<file path="config.mk">
export PLATFORM = sky130hd
export DESIGN_NAME = stat_counter_read
export DESIGN_NICKNAME = d
export VERILOG_FILES = /design/src/rtl/stat_read_pkg.sv /design/src/rtl/stat_counter_read.sv /design/src/rtl/stat_result_format.sv
export SDC_FILE = /design/constraint.sdc
export NUM_CORES = 1
export LEC_CHECK = 0
export ABC_AREA = 1
export BUFFER_PORTS_ARGS = -buffer_cell sky130_fd_sc_hd__buf_2
export CAP_MARGIN = 20
export CORE_UTILIZATION = 50
export DETAILED_ROUTE_END_ITERATION = 16
export PLACE_DENSITY = 0.75
export REMOVE_ABC_BUFFERS = 1
export SLEW_MARGIN = 20
export SYNTH_ARGS = -nofsm -noshare
export SYNTH_HDL_FRONTEND = slang
export SYNTH_HIERARCHICAL = 1
export SYNTH_SLANG_ARGS = --single-unit
</file>
<file path="constraint.sdc">
create_clock -name ref_clk -period 1.7 [get_ports ref_clk]
set_clock_uncertainty 0.15 [all_clocks]
set_input_delay 0.085 -clock ref_clk [delete_from_list [all_inputs] [get_ports ref_clk]]
set_output_delay 0.085 -clock ref_clk [all_outputs]
set_load 0.02 [all_outputs]
</file>
<file path="src/rtl/stat_read_pkg.sv">
// Purpose: shared constants for the statistics counter indirect read block
// Assumes: 8-bit register space reached through the management port
// Notes:   offsets, select codes and field positions live here only
package stat_read_pkg;

    // ------------------------------------------------------------
    // register offsets
    // ------------------------------------------------------------
    localparam logic [7:0] OFFSET_INDIRECT_CONTROL     = 8'h79;
    localparam logic [7:0] OFFSET_INDIRECT_ADDRESS_LOW = 8'h7A;
    localparam logic [7:0] OFFSET_INDIRECT_DATA_BYTE3  = 8'h80;
    localparam logic [7:0] OFFSET_INDIRECT_DATA_BYTE2  = 8'h81;
    localparam logic [7:0] OFFSET_INDIRECT_DATA_BYTE1  = 8'h82;
    localparam logic [7:0] OFFSET_INDIRECT_DATA_BYTE0  = 8'h83;

    // ------------------------------------------------------------
    // control register layout and reset values
    // ------------------------------------------------------------
    localparam logic [7:0] CONTROL_RESET          = 8'h00;
    localparam logic [7:0] ADDRESS_LOW_RESET      = 8'h00;
    localparam logic [7:0] DATA_RESET             = 8'h00;
    localparam logic [7:0] UNMAPPED_READ_VALUE    = 8'h00;
    localparam int         SELECT_LSB             = 1;
    localparam int         SELECT_MSB             = 7;
    localparam int         ADDRESS_HIGH_BIT       = 0;
    // upper seven bits of the per-port (0x1C) and dropped (0x1D) codes
    localparam logic [6:0] STAT_READ_SELECT       = 7'h0E;
    localparam logic [7:0] PER_PORT_SELECT_CODE   = 8'h1C;
    localparam logic [7:0] DROPPED_SELECT_CODE    = 8'h1D;

    // ------------------------------------------------------------
    // counter address map
    // ------------------------------------------------------------
    localparam int         COUNTER_ADDR_WIDTH     = 9;
    localparam logic [8:0] PORT_STRIDE            = 9'h020;
    localparam logic [8:0] FIRST_PORT_BASE        = 9'h000;
    localparam logic [8:0] SECOND_PORT_BASE       = 9'h020;
    localparam logic [8:0] THIRD_PORT_BASE        = 9'h040;
    localparam logic [8:0] PER_PORT_LAST          = 9'h05F;
    localparam logic [8:0] DROPPED_FIRST          = 9'h100;
    localparam logic [8:0] DROPPED_LAST           = 9'h105;
    localparam int         DROPPED_FLAG_BIT       = 8;

    // ------------------------------------------------------------
    // result word layout
    // ------------------------------------------------------------
    localparam int         OVERFLOW_BIT           = 31;
    localparam int         VALID_BIT              = 30;
    localparam int         PER_PORT_VALUE_WIDTH   = 30;
    localparam int         DROPPED_VALUE_WIDTH    = 16;
    localparam int         RESULT_WIDTH           = 32;

    // ------------------------------------------------------------
    // host service interval (host side obligation)
    // ------------------------------------------------------------
    localparam int         HOST_SERVICE_SECONDS   = 30;

    typedef enum logic [1:0] {
        IDLE,
        FETCH,
        HOLD
    } read_state_type;

    // dropped-packet counters sit in the upper half of the address space
    function automatic logic is_dropped_address(input logic [8:0] address);
        return address[DROPPED_FLAG_BIT];
    endfunction : is_dropped_address

endpackage : stat_read_pkg

</file>
<file path="src/rtl/stat_counter_read.sv">
// Purpose: indirect read path for the switch statistics counters
// Assumes: management port decodes transactions into one-cycle strobes
// Notes:   counter storage itself lives outside; this block fetches and clears
//          the host polls read_busy before collecting the four data bytes;
//          reading a data byte has no side effect on the counters
//
// What this block does
// - per-port read: control gets select code, then address write starts read.
// - first data byte holds overflow, valid, value bits 29-24; rest MSB first.
// - dropped read: control code 0x1D, address write starts; value in last bytes.
// - per-port counter is cleared by the read that fetches it.
// - dropped counters are never cleared and carry no flags.
// - ports at 0x00, 0x20, 0x40 with 32 slots; dropped at 0x100 to 0x105.
`timescale 1ns/100ps
module stat_counter_read
    import stat_read_pkg::*;
#(
    parameter int ADDR_WIDTH = COUNTER_ADDR_WIDTH
)
(
    input  wire logic                    ref_clk,
    input  wire logic                    reset_n,
    // register access from the management port
    input  wire logic [7:0]              reg_addr,
    input  wire logic [7:0]              reg_wdata,
    input  wire logic                    reg_write,
    input  wire logic                    reg_read,
    output logic      [7:0]              reg_rdata,
    output logic                         reg_rdata_valid,
    // counter store side
    output logic                         counter_req,
    output logic      [ADDR_WIDTH-1:0]   counter_addr,
    output logic                         counter_clear,
    input  wire logic                    counter_ack,
    input  wire logic [RESULT_WIDTH-1:0] counter_rdata,
    // status
    output logic                         read_busy,
    output logic                         address_unmapped
);

    // ------------------------------------------------------------
    // elaboration checks
    // ------------------------------------------------------------
    // the address byte plus one select bit fixes the width; nothing else fits
    generate
        if (ADDR_WIDTH != COUNTER_ADDR_WIDTH) begin : g_bad_width
            $error("stat_counter_read: ADDR_WIDTH must be 9");
        end
    endgenerate

    // ------------------------------------------------------------
    // declarations
    // ------------------------------------------------------------
    logic [7:0]              indirect_control;
    logic [7:0]              indirect_address_low;
    logic [7:0]              data_byte3;
    logic [7:0]              data_byte2;
    logic [7:0]              data_byte1;
    logic [7:0]              data_byte0;
    read_state_type          state;
    logic                    fetch_dropped;
    logic                    start_read;
    logic [ADDR_WIDTH-1:0]   next_counter_addr;
    logic [RESULT_WIDTH-1:0] shaped_word;

    // ------------------------------------------------------------
    // helpers
    // ------------------------------------------------------------
    // true when an address lies past the last counter of its half of the map
    function automatic logic beyond_map(input logic [ADDR_WIDTH-1:0] address);
        if (is_dropped_address(address)) begin
            return address > DROPPED_LAST;
        end
        return address > PER_PORT_LAST;
    endfunction : beyond_map

    // a read starts only when the select field names the statistics space;
    // an address write during a fetch is stored but cannot start a second one
    assign next_counter_addr = {indirect_control[ADDRESS_HIGH_BIT], reg_wdata};
    assign start_read = reg_write && (reg_addr == OFFSET_INDIRECT_ADDRESS_LOW)
                        && (indirect_control[SELECT_MSB:SELECT_LSB] == STAT_READ_SELECT)
                        && (state == IDLE);

    // ------------------------------------------------------------
    // control registers
    // ------------------------------------------------------------
    // the control byte persists, so another address write repeats the
    // same kind of read without rewriting the select code
    always_ff @(posedge ref_clk) begin
        if (!reset_n) begin
            indirect_control <= CONTROL_RESET;
        end else if (reg_write && reg_addr == OFFSET_INDIRECT_CONTROL) begin
            indirect_control <= reg_wdata;
        end
    end

    always_ff @(posedge ref_clk) begin
        if (!reset_n) begin
            indirect_address_low <= ADDRESS_LOW_RESET;
        end else if (reg_write && reg_addr == OFFSET_INDIRECT_ADDRESS_LOW) begin
            indirect_address_low <= reg_wdata;
        end
    end

    // ------------------------------------------------------------
    // fetch sequencer
    // ------------------------------------------------------------
    // the clear travels with the request so the store can zero the counter
    // in the same cycle it hands out the value; no increment slips between
    always_ff @(posedge ref_clk) begin
        if (!reset_n) begin
            state         <= IDLE;
            counter_req   <= 1'b0;
            counter_clear <= 1'b0;
        end else begin
            case (state)
                IDLE: begin
                    if (start_read) begin
                        state         <= FETCH;
                        counter_req   <= 1'b1;
                        counter_clear <= !is_dropped_address(next_counter_addr);
                    end
                end
                FETCH: begin
                    if (counter_ack) begin
                        state         <= HOLD;
                        counter_req   <= 1'b0;
                        counter_clear <= 1'b0;
                    end
                end
                // one spare cycle lets the data bytes settle before busy drops
                HOLD: begin
                    state <= IDLE;
                end
                default: begin
                    state <= IDLE;
                end
            endcase
        end
    end

    // ------------------------------------------------------------
    // request attributes, captured once per trigger
    // ------------------------------------------------------------
    // an out-of-range address still goes to the store; the flag only tells
    // the host that the value it collects has no counter behind it
    always_ff @(posedge ref_clk) begin
        if (!reset_n) begin
            counter_addr     <= '0;
            fetch_dropped    <= 1'b0;
            address_unmapped <= 1'b0;
        end else if (start_read) begin
            counter_addr     <= next_counter_addr;
            fetch_dropped    <= is_dropped_address(next_counter_addr);
            address_unmapped <= beyond_map(next_counter_addr);
        end
    end

    assign read_busy = (state != IDLE);

    // ------------------------------------------------------------
    // result capture
    // ------------------------------------------------------------
    stat_result_format u_format (
        .dropped     (fetch_dropped),
        .raw_word    (counter_rdata),
        .shaped_word (shaped_word)
    );

    // bytes stand until the next fetch completes, so stale values are
    // seen if the host collects them while the sequencer is still in FETCH
    always_ff @(posedge ref_clk) begin
        if (!reset_n) begin
            data_byte3 <= DATA_RESET;
            data_byte2 <= DATA_RESET;
            data_byte1 <= DATA_RESET;
            data_byte0 <= DATA_RESET;
        end else if (state == FETCH && counter_ack) begin
            data_byte3 <= shaped_word[31:24];
            data_byte2 <= shaped_word[23:16];
            data_byte1 <= shaped_word[15:8];
            data_byte0 <= shaped_word[7:0];
        end
    end

    // ------------------------------------------------------------
    // register read path
    // ------------------------------------------------------------
    // reads have no side effect; a rejected offset simply returns zero
    always_ff @(posedge ref_clk) begin
        if (!reset_n) begin
            reg_rdata_valid <= 1'b0;
        end else begin
            reg_rdata_valid <= reg_read;
        end
    end

    always_ff @(posedge ref_clk) begin
        if (!reset_n) begin
            reg_rdata <= UNMAPPED_READ_VALUE;
        end else begin
            if (reg_read) begin
                if (reg_addr == OFFSET_INDIRECT_CONTROL) begin
                    reg_rdata <= indirect_control;
                end else if (reg_addr == OFFSET_INDIRECT_ADDRESS_LOW) begin
                    reg_rdata <= indirect_address_low;
                end else if (reg_addr == OFFSET_INDIRECT_DATA_BYTE3) begin
                    reg_rdata <= data_byte3;
                end else if (reg_addr == OFFSET_INDIRECT_DATA_BYTE2) begin
                    reg_rdata <= data_byte2;
                end else if (reg_addr == OFFSET_INDIRECT_DATA_BYTE1) begin
                    reg_rdata <= data_byte1;
                end else if (reg_addr == OFFSET_INDIRECT_DATA_BYTE0) begin
                    reg_rdata <= data_byte0;
                end else begin
                    reg_rdata <= UNMAPPED_READ_VALUE;
                end
            end
        end
    end

endmodule : stat_counter_read

</file>
<file path="src/rtl/stat_result_format.sv">
// Purpose: shapes a raw counter word into the four data register bytes
// Assumes: raw word carries overflow and valid flags in its top bits
// Notes:   purely combinational, the caller registers the result
`timescale 1ns/100ps
module stat_result_format
    import stat_read_pkg::*;
(
    input  wire logic                    dropped,
    input  wire logic [RESULT_WIDTH-1:0] raw_word,
    output logic      [RESULT_WIDTH-1:0] shaped_word
);

    // ------------------------------------------------------------
    // flag and value masking
    // ------------------------------------------------------------
    always_comb begin
        shaped_word = '0;
        if (dropped) begin
            // no flags and only the low half for dropped counters
            shaped_word[DROPPED_VALUE_WIDTH-1:0] = raw_word[DROPPED_VALUE_WIDTH-1:0];
        end else begin
            shaped_word[OVERFLOW_BIT]               = raw_word[OVERFLOW_BIT];
            shaped_word[VALID_BIT]                  = raw_word[VALID_BIT];
            shaped_word[PER_PORT_VALUE_WIDTH-1:0]   = raw_word[PER_PORT_VALUE_WIDTH-1:0];
        end
    end

endmodule : stat_result_format

</file>
# After elaboration in Yosys (flattened, before gate mapping)

Cells that the tools add are included.

Register bits: 72
Logic and storage cells: 57

Magnitude comparators: 2
Equal/unequal tests: 10
Muxes and demuxes: 20
Reductions and logical operators: 11

Operators with widths:

| cell                 | number |
|---|---|
| $mux W8              | 6 |
| $eq A8 B8 Y1 const B | 4 |
| $eq A8 B7 Y1 const B | 2 |
| $mux W16             | 1 |
| $gt A9 B7 Y1 const B | 1 |
| $gt A9 B9 Y1 const B | 1 |
| $mux W1              | 8 |
| $eq A7 B4 Y1 const B | 1 |
| $logic_and A1 B1 Y1  | 5 |
| $mux W2              | 2 |
| $ne A2 B2 Y1 const B | 2 |
| $pmux W1 S2          | 2 |
| $pmux W2 S2          | 1 |
| $reduce_bool A2 Y1   | 2 |
| $reduce_and A3 Y1    | 1 |
| $eq A2 B1 Y1 const B | 1 |
| $logic_not A2 Y1     | 1 |
| $reduce_and A2 Y1    | 1 |
| $logic_not A1 Y1     | 1 |

# Logic depth before layout (Yosys ltp)

Gate-level depths: netlist of the first run.

Depth after elaboration: 7
Depth in mapped cells: 10
Gate-level depth less buffers: 10

# Cells and area by module

The synthesis of the first run kept the hierarchy.

By module, submodules not included:

| module             | instances | cells an instance | area an instance (um^2) | seq. area each (um^2) |
|---|---|---|---|---|
| stat_counter_read  | 1         | 425               | 3049.2                  | 1421.4 |
| stat_result_format | 1         | 50                | 274.0                   | 0.0 |

# Worst setup path before layout of the first run

Ideal clock, no wire load.

Path type: register to register
Start: register state[1]
End: register counter_addr[7]
Arrival: 1.339 ns
Setup slack: 0.083 ns
Cell stages (with the launch flop): 8
Path buffers: 1
Cell sequence: dfxtp_1 > or2_1 > nor3_2 > nand2_2 > buf_6 > or2_1 > o21ai_1 > nor2_1

Cells in the longest elaborated chain, start to end: 2

Ends and longest elaborated chain:

| element                | RTL line                 | text |
|---|---|---|
| start, declared        | stat_counter_read.sv:60  | `read_state_type state;` |
| start signal, assigned | stat_counter_read.sv:112 | `state <= IDLE;` |
| start signal, assigned | stat_counter_read.sv:119 | `state <= FETCH;` |
| start signal, assigned | stat_counter_read.sv:126 | `state <= HOLD;` |
| $logic_not A2 Y1       | stat_counter_read.sv:82  | `&& (state == IDLE);` |
| $logic_and A1 B1 Y1    | stat_counter_read.sv:82  |  |
| end signal, assigned   | stat_counter_read.sv:153 | `counter_addr <= next_counter_addr;` |
| end, declared          | stat_counter_read.sv:32  | `output logic [ADDR_WIDTH-1:0] counter_addr,` |

No other way between the ends.
A chain may end at the register's enable or synchronous reset.

# Worst setup path in the final report of the first run

Start: register counter_addr[8]
End: output port counter_addr[8]

No word-level cell between the ends.

==> impl_metrics.json, run 1 <==
{
  "power_per_cell_area_nw_per_um2": 833,
  "holdWs_ns": 0.0170,
  "r2r_end": "counter_addr[0]",
  "ios": 75,
  "p_leak_nw": 1.87,
  "rsz0062_at_grt": "false",
  "maxCapViolCount": 0,
  "drt_iter0_drc": 171,
  "hold_path_depth": 5,
  "grt_overflow": 0,
  "cp_data_required_time_ns": 1.46,
  "h-tree-depth": 3,
  "total_power_w": 0.00360,
  "synthXorXnorAreaFrac": 0,
  "criticalPathCategory": "reg2out",
  "hold_path.class": "in2reg",
  "synthFlopType": "dfxtp_1",
  "fillCellCount": 563,
  "hpwlAfterDp_mm": 5.68,
  "synth_commonest_cells": "nand2_1 (97), dfxtp_1 (71), a21oi_1 (59)",
  "grt_pass1_vias": 3184,
  "reg2reg_depth": 6,
  "nets": 627,
  "hold_start": "reg_write",
  "drt_wl_total_mm": 8.53,
  "worstMarginPinSlew_ns": 0.629,
  "ant_nets": 0,
  "timing.final.crit_period_ns": 1.59,
  "max_stage_delay_ns": 0.73,
  "max_clock_freq_ghz": 0.631,
  "synth_top_area_frac": 0.428,
  "num_rows": 29,
  "synth_compound_area_frac": 0.163,
  "grt_pass1_wl_mm": 14.2,
  "dr.pass1.iters": 4,
  "slew_headroom": 0.580,
  "grt_max_degree": 34,
  "min_period_over_period": 0.933,
  "clkSinkCount": 71,
  "muxShareOfSynthArea": 0,
  "cp.arrival_ns": 1.35,
  "cpLargestDelayFamily": "flip-flops",
  "cp-end-kind": "output pin",
  "hold_viol_final": 0,
  "die_x_um": 83.5,
  "core_um2": 6390,
  "worstPathCellList": "buf_2",
  "r2r_start": "state[1]",
  "gp_congestion": 0.825,
  "syn_inst": 475,
  "cts_root_buf": "clkbuf_8",
  "num_vias": 3349,
  "drv_slew": 0,
  "status": "finished clean",
  "ys_seq_area_frac": 0.428,
  "r2r_slack_ns": 0.12,
  "synth_seq_cells": 71,
  "path_depth": 1,
  "avgSynthCellArea_um2": 7.00,
  "die_area_um2": 6980,
  "final.setup.tns_ns": 0,
  "grt_usage": 0.255,
  "worst-path-buf-inv": 1,
  "synthTopCellsByArea": "dfxtp_1 (43%), nand2_1 (11%), a21oi_1 (8.9%), o21ai_0 (6.2%), inv_1 (5.8%)",
  "initial_core_util": 0.520,
  "insertion_delay_ns": 0.35,
  "yosysUniqueCellTypes": 28,
  "dp.cells": 597,
  "antenna_found_initial": 1,
  "slowest_stage": "dfxtp_1",
  "yosysMostFrequentCell": "nand2_1",
  "area_growth_pct": 29.9,
  "synth_area_leader_cell": "dfxtp_1",
  "clock_path_buffers": 2,
  "fin_util": 0.676,
  "whs_endpoint": "indirect_address_low[3]",
  "final_cells": 657,
  "cts_tree": "built",
  "yosys.area_share.simple": 0.268,
  "path_clk_slew_ns": 0.08,
  "setup_viol": 0,
  "startpoint_type": "flip-flop",
  "numCtsBuffers": 9,
  "drc": 0,
  "layout-drive-gt1-share": 0.200,
  "wl_per_cell_um": 13.0,
  "syn_area_um2": 3320,
  "async_reset_ff_frac": 0,
  "synth_edf_count": 0,
  "die_y_um": 83.5,
  "vdd_drop_max_mv": 0.553,
  "synth_top_family_by_area": "simple AND/OR/NAND/NOR gates",
  "yosys_warnings": 6,
  "vias_per_cell": 5.10,
  "synth_fa_ha_area_frac": 0,
  "io_buffers": 74,
  "crit_fanout": 18
}
-- how the worst max path moves through the flow --
stage / startpoint / slack [ns] / endpoint
after global placement: state[1] / 0.18 / counter_req
after detailed placement: state[1] / 0.15 / counter_req
after floorplan: reg_addr[6] / -0.27 / reg_rdata[3]
after CTS: state[1] / 0.09 / counter_req
after global routing: state[1] / 0.003 / counter_addr[0]
final: counter_addr[8] / 0.11 / counter_addr[8]
-- cell type report --
class                           instances  area [um2]  share of cell area
Multi-Input combinational cell        307        1440               0.332
Sequential cell                        71        1420               0.329
Timing Repair Buffer                  129         903               0.209
Inverter                               56         214              0.0496
Clock buffer                           11         141              0.0327
Clock inverter                          5         104              0.0241
Tap cell                               77        96.3              0.0223
Antenna cell                            1        2.50            0.000580
-- cell families (layout without fill, tap and decap cells) --
logic type             count (synthesis)  count (layout)
buffers and inverters                 97             201
flip-flops                            71              71
AO/OA/AOI/OAI                        106             106
other                                  0               1
AND/OR/NAND/NOR                      201             201
-- worst reg2reg max path: stages (launching register included) --
cell and delay [ns]:
dfxtp_1 0.31, or2_1 0.26, nor3_2 0.22, nand2_2 0.12, buf_4 0.19, o21ai_0 0.18
nor2_1 0.05
-- report_power, final --
group | switching [W] | internal, W | total [W]
clock | 0.000627 | 0.00102 | 0.00165
sequential | 0.00000152 | 0.00167 | 0.00167
combinational | 0.000138 | 0.000146 | 0.000284
total | 0.000767 | 0.00283 | 0.00360
-- per-stage QoR --
step / setup WS (ns) / instance area [um2]
after floorplan: -0.273 / 3070
after global placement: 0.185 / 3640
after detailed placement: 0.155 / 3640
after CTS: 0.0859 / 4310
after global routing: 0.00260 / 4320
final: 0.114 / 4320
-- state kept, by name, indices dropped and copies added (netlist names) --
register / cells
counter_addr: 9
reg_rdata: 8
address_unmapped: 1
reg_rdata_valid: 1
counter_req: 1
data_byte1: 8
data_byte2: 8
state: 2
data_byte0: 8
indirect_control: 8
counter_clear: 1
indirect_address_low: 8
data_byte3: 8
-- per-layer routing --
metal / track usage / routed length [um] / vias up
met3: 0.0574 / 502 / 16
met4: 0.0955 / 155 / 0
met2: 0.431 / 4060 / 105
li1: - / - / 1717
met5: 0 / 0 / -
met1: 0.317 / 3810 / 1511
-- placed cells by master, fill, tap and decap left out, drive strengths merged --
cell and instances:
nand4 13, bufinv 3, nor3 3, a21oi 59
clkinv 3, dfxtp 71, buf 86, nand3 35
nand2 100, a21boi 1, o21bai 4, nor2 47
dlygate4sd3 43, o21ai 42, inv 55, diode 1
clkbuf 11, or2 3
-- what timing repair did --
action | in CTS | in global routing
resized for setup | 0 | 1
setup buffers | 0 | 0
hold buffers | 43 | 0
hold endpoints to repair | 61 | 0
endpoints found under the setup margin | 0 | 1
Power figures use the tool's default switching activity.
==> run 2: changes to the inputs <==
Settings changed: BUFFER_PORTS_ARGS -buffer_cell sky130_fd_sc_hd__buf_2 to -buffer_cell sky130_fd_sc_hd__clkbuf_2.
==> run 2 against run 1 <==
  * Wire length shrank 2.7%
  * Global-route usage is essentially flat
  * Cell area shrank 1.3%
  * Critical endpoint is now counter_req
  * Highest routed layer unchanged
==> impl_metrics.json, run 2 (synthesis gave the netlist of run 1 again) <==
{
  "status": "finished clean",
  "cts_root_buf": "clkbuf_8",
  "maxCapViolCount": 0,
  "final.setup.tns_ns": 0,
  "clkSinkCount": 71,
  "largest_register_ff_count": 9,
  "switchingPower_w": 0.000802,
  "vdd_drop_max_mv": 0.567,
  "cp-end-kind": "flip-flop",
  "core_um2": 6390,
  "final_area_um2": 4260,
  "fillCellCount": 552,
  "drt_wl_total_mm": 8.30,
  "power_per_cell_area_nw_per_um2": 782,
  "die_y_um": 83.5,
  "multi_input_area_um2": 1440,
  "setup_viol": 0,
  "min_period_over_period": 0.930,
  "cp.arrival_ns": 1.73,
  "startpoint_type": "flip-flop",
  "dr.pass1.iters": 4,
  "criticalPathCategory": "reg2reg",
  "area_growth_pct": 28.3,
  "cts_setup_buffers": 0,
  "cp_data_required_time_ns": 1.85,
  "num_rows": 29,
  "power_frac_comb": 0.084,
  "slew_headroom": 0.700,
  "cts_tree": "built",
  "grt_overflow": 0,
  "num_antenna_cells": 0,
  "num_vias": 3292,
  "drt_iter0_drc": 221,
  "numCtsBuffers": 9,
  "max_clock_freq_ghz": 0.632,
  "ff_latch_area_um2": 1420,
  "wl_per_cell_um": 12.7,
  "ant_nets": 0,
  "hold_viol_final": 0,
  "die_x_um": 83.5,
  "grt_usage": 0.254,
  "cts_hold_buf": 42,
  "grt_pass1_wl_mm": 14.2,
  "timing.final.crit_period_ns": 1.58,
  "grt_pass1_vias": 3161,
  "clock_path_buffers": 2,
  "dp.cells": 597,
  "nets": 626,
  "path_clk_slew_ns": 0.08,
  "top_register": "counter_addr",
  "hpwlAfterDp_mm": 5.64,
  "p_seq_frac": 0.500,
  "vias_per_cell": 5.03,
  "final_cell_mix": "nand2_1 (97), clkbuf_2 (74), dfxtp_1 (71)",
  "drv_slew": 0,
  "gp_congestion": 0.820,
  "internal_power_w": 0.00253,
  "grt_max_degree": 34,
  "ios": 75,
  "h-tree-depth": 3,
  "layout-drive-gt1-share": 0.202,
  "die_area_um2": 6980,
  "worstMarginPinSlew_ns": 0.449,
  "post_cts_resized": 0,
  "fin_util": 0.668,
  "switching_share": 0.241,
  "p_clk_frac": 0.416,
  "crit_fanout": 13,
  "antenna_found_initial": 0,
  "placed_area_um2": 3640,
  "hold_path.class": "in2reg",
  "final_cells": 655,
  "initial_core_util": 0.520,
  "drc": 0,
  "io_buffers": 74,
  "final_common_cell": "nand2_1",
  "p_leak_nw": 1.83,
  "rsz0062_at_grt": "false",
  "insertion_delay_ns": 0.35
}
==> run 2: power by group through the flow <==
stage	combinational, W	clock [W]	sequential [W]
floorplan	0.0000823	0	0.00171
global placement	0.000197	0	0.00171
detailed placement	0.000199	0	0.00171
CTS	0.000276	0.00141	0.00167
global route	0.000311	0.00149	0.00167
finish	0.000280	0.00139	0.00167
==> run 2: worst paths after layout <==
path	slack, ns	to	from	depth (start not counted)
worst min-delay path	0.03	data_byte2[7]	counter_rdata[23]	5
worst max register to register	0.12	counter_req	state[1]	7
worst min register to register	0.30	indirect_address_low[7]	indirect_address_low[7]	2
worst max-delay path	0.12	counter_req	state[1]	7
==> run 2: cell type report <==
type                            count  share of cell area
Multi-Input combinational cell    307               0.337
Sequential cell                    71               0.333
Timing Repair Buffer              128               0.210
Inverter                           56              0.0496
Clock buffer                       10              0.0323
Tap cell                           77              0.0226
Clock inverter                      6              0.0158
==> run 2: metal layers <==
layer / GRT usage / vias up / part of all wire
li1: - / 1717 / -
met1: 0.330 / 1478 / 0.47
met2: 0.417 / 83 / 0.46
met3: 0.0554 / 14 / 0.044
met4: 0.0940 / 0 / 0.022
met5: 0 / - / 0
==> run 2: through the flow <==
step	setup WS (ns)	total power, W	hold WS [ns]
after floorplan	-0.273	0.00179	0.0285
after global placement	0.194	0.00190	0.166
after detailed placement	0.156	0.00191	0.173
after CTS	0.122	0.00335	0.0206
after global routing	0.0215	0.00347	0.0369
final	0.118	0.00333	0.0286
==> run 2: critical path: stages, from the launching register on <==
cell,delay (ns)
dfxtp_1,0.31
or2_1,0.26
nor3_2,0.20
nand2_2,0.10
inv_2,0.20
a21oi_1,0.06
or2_1,0.21
inv_1,0.05
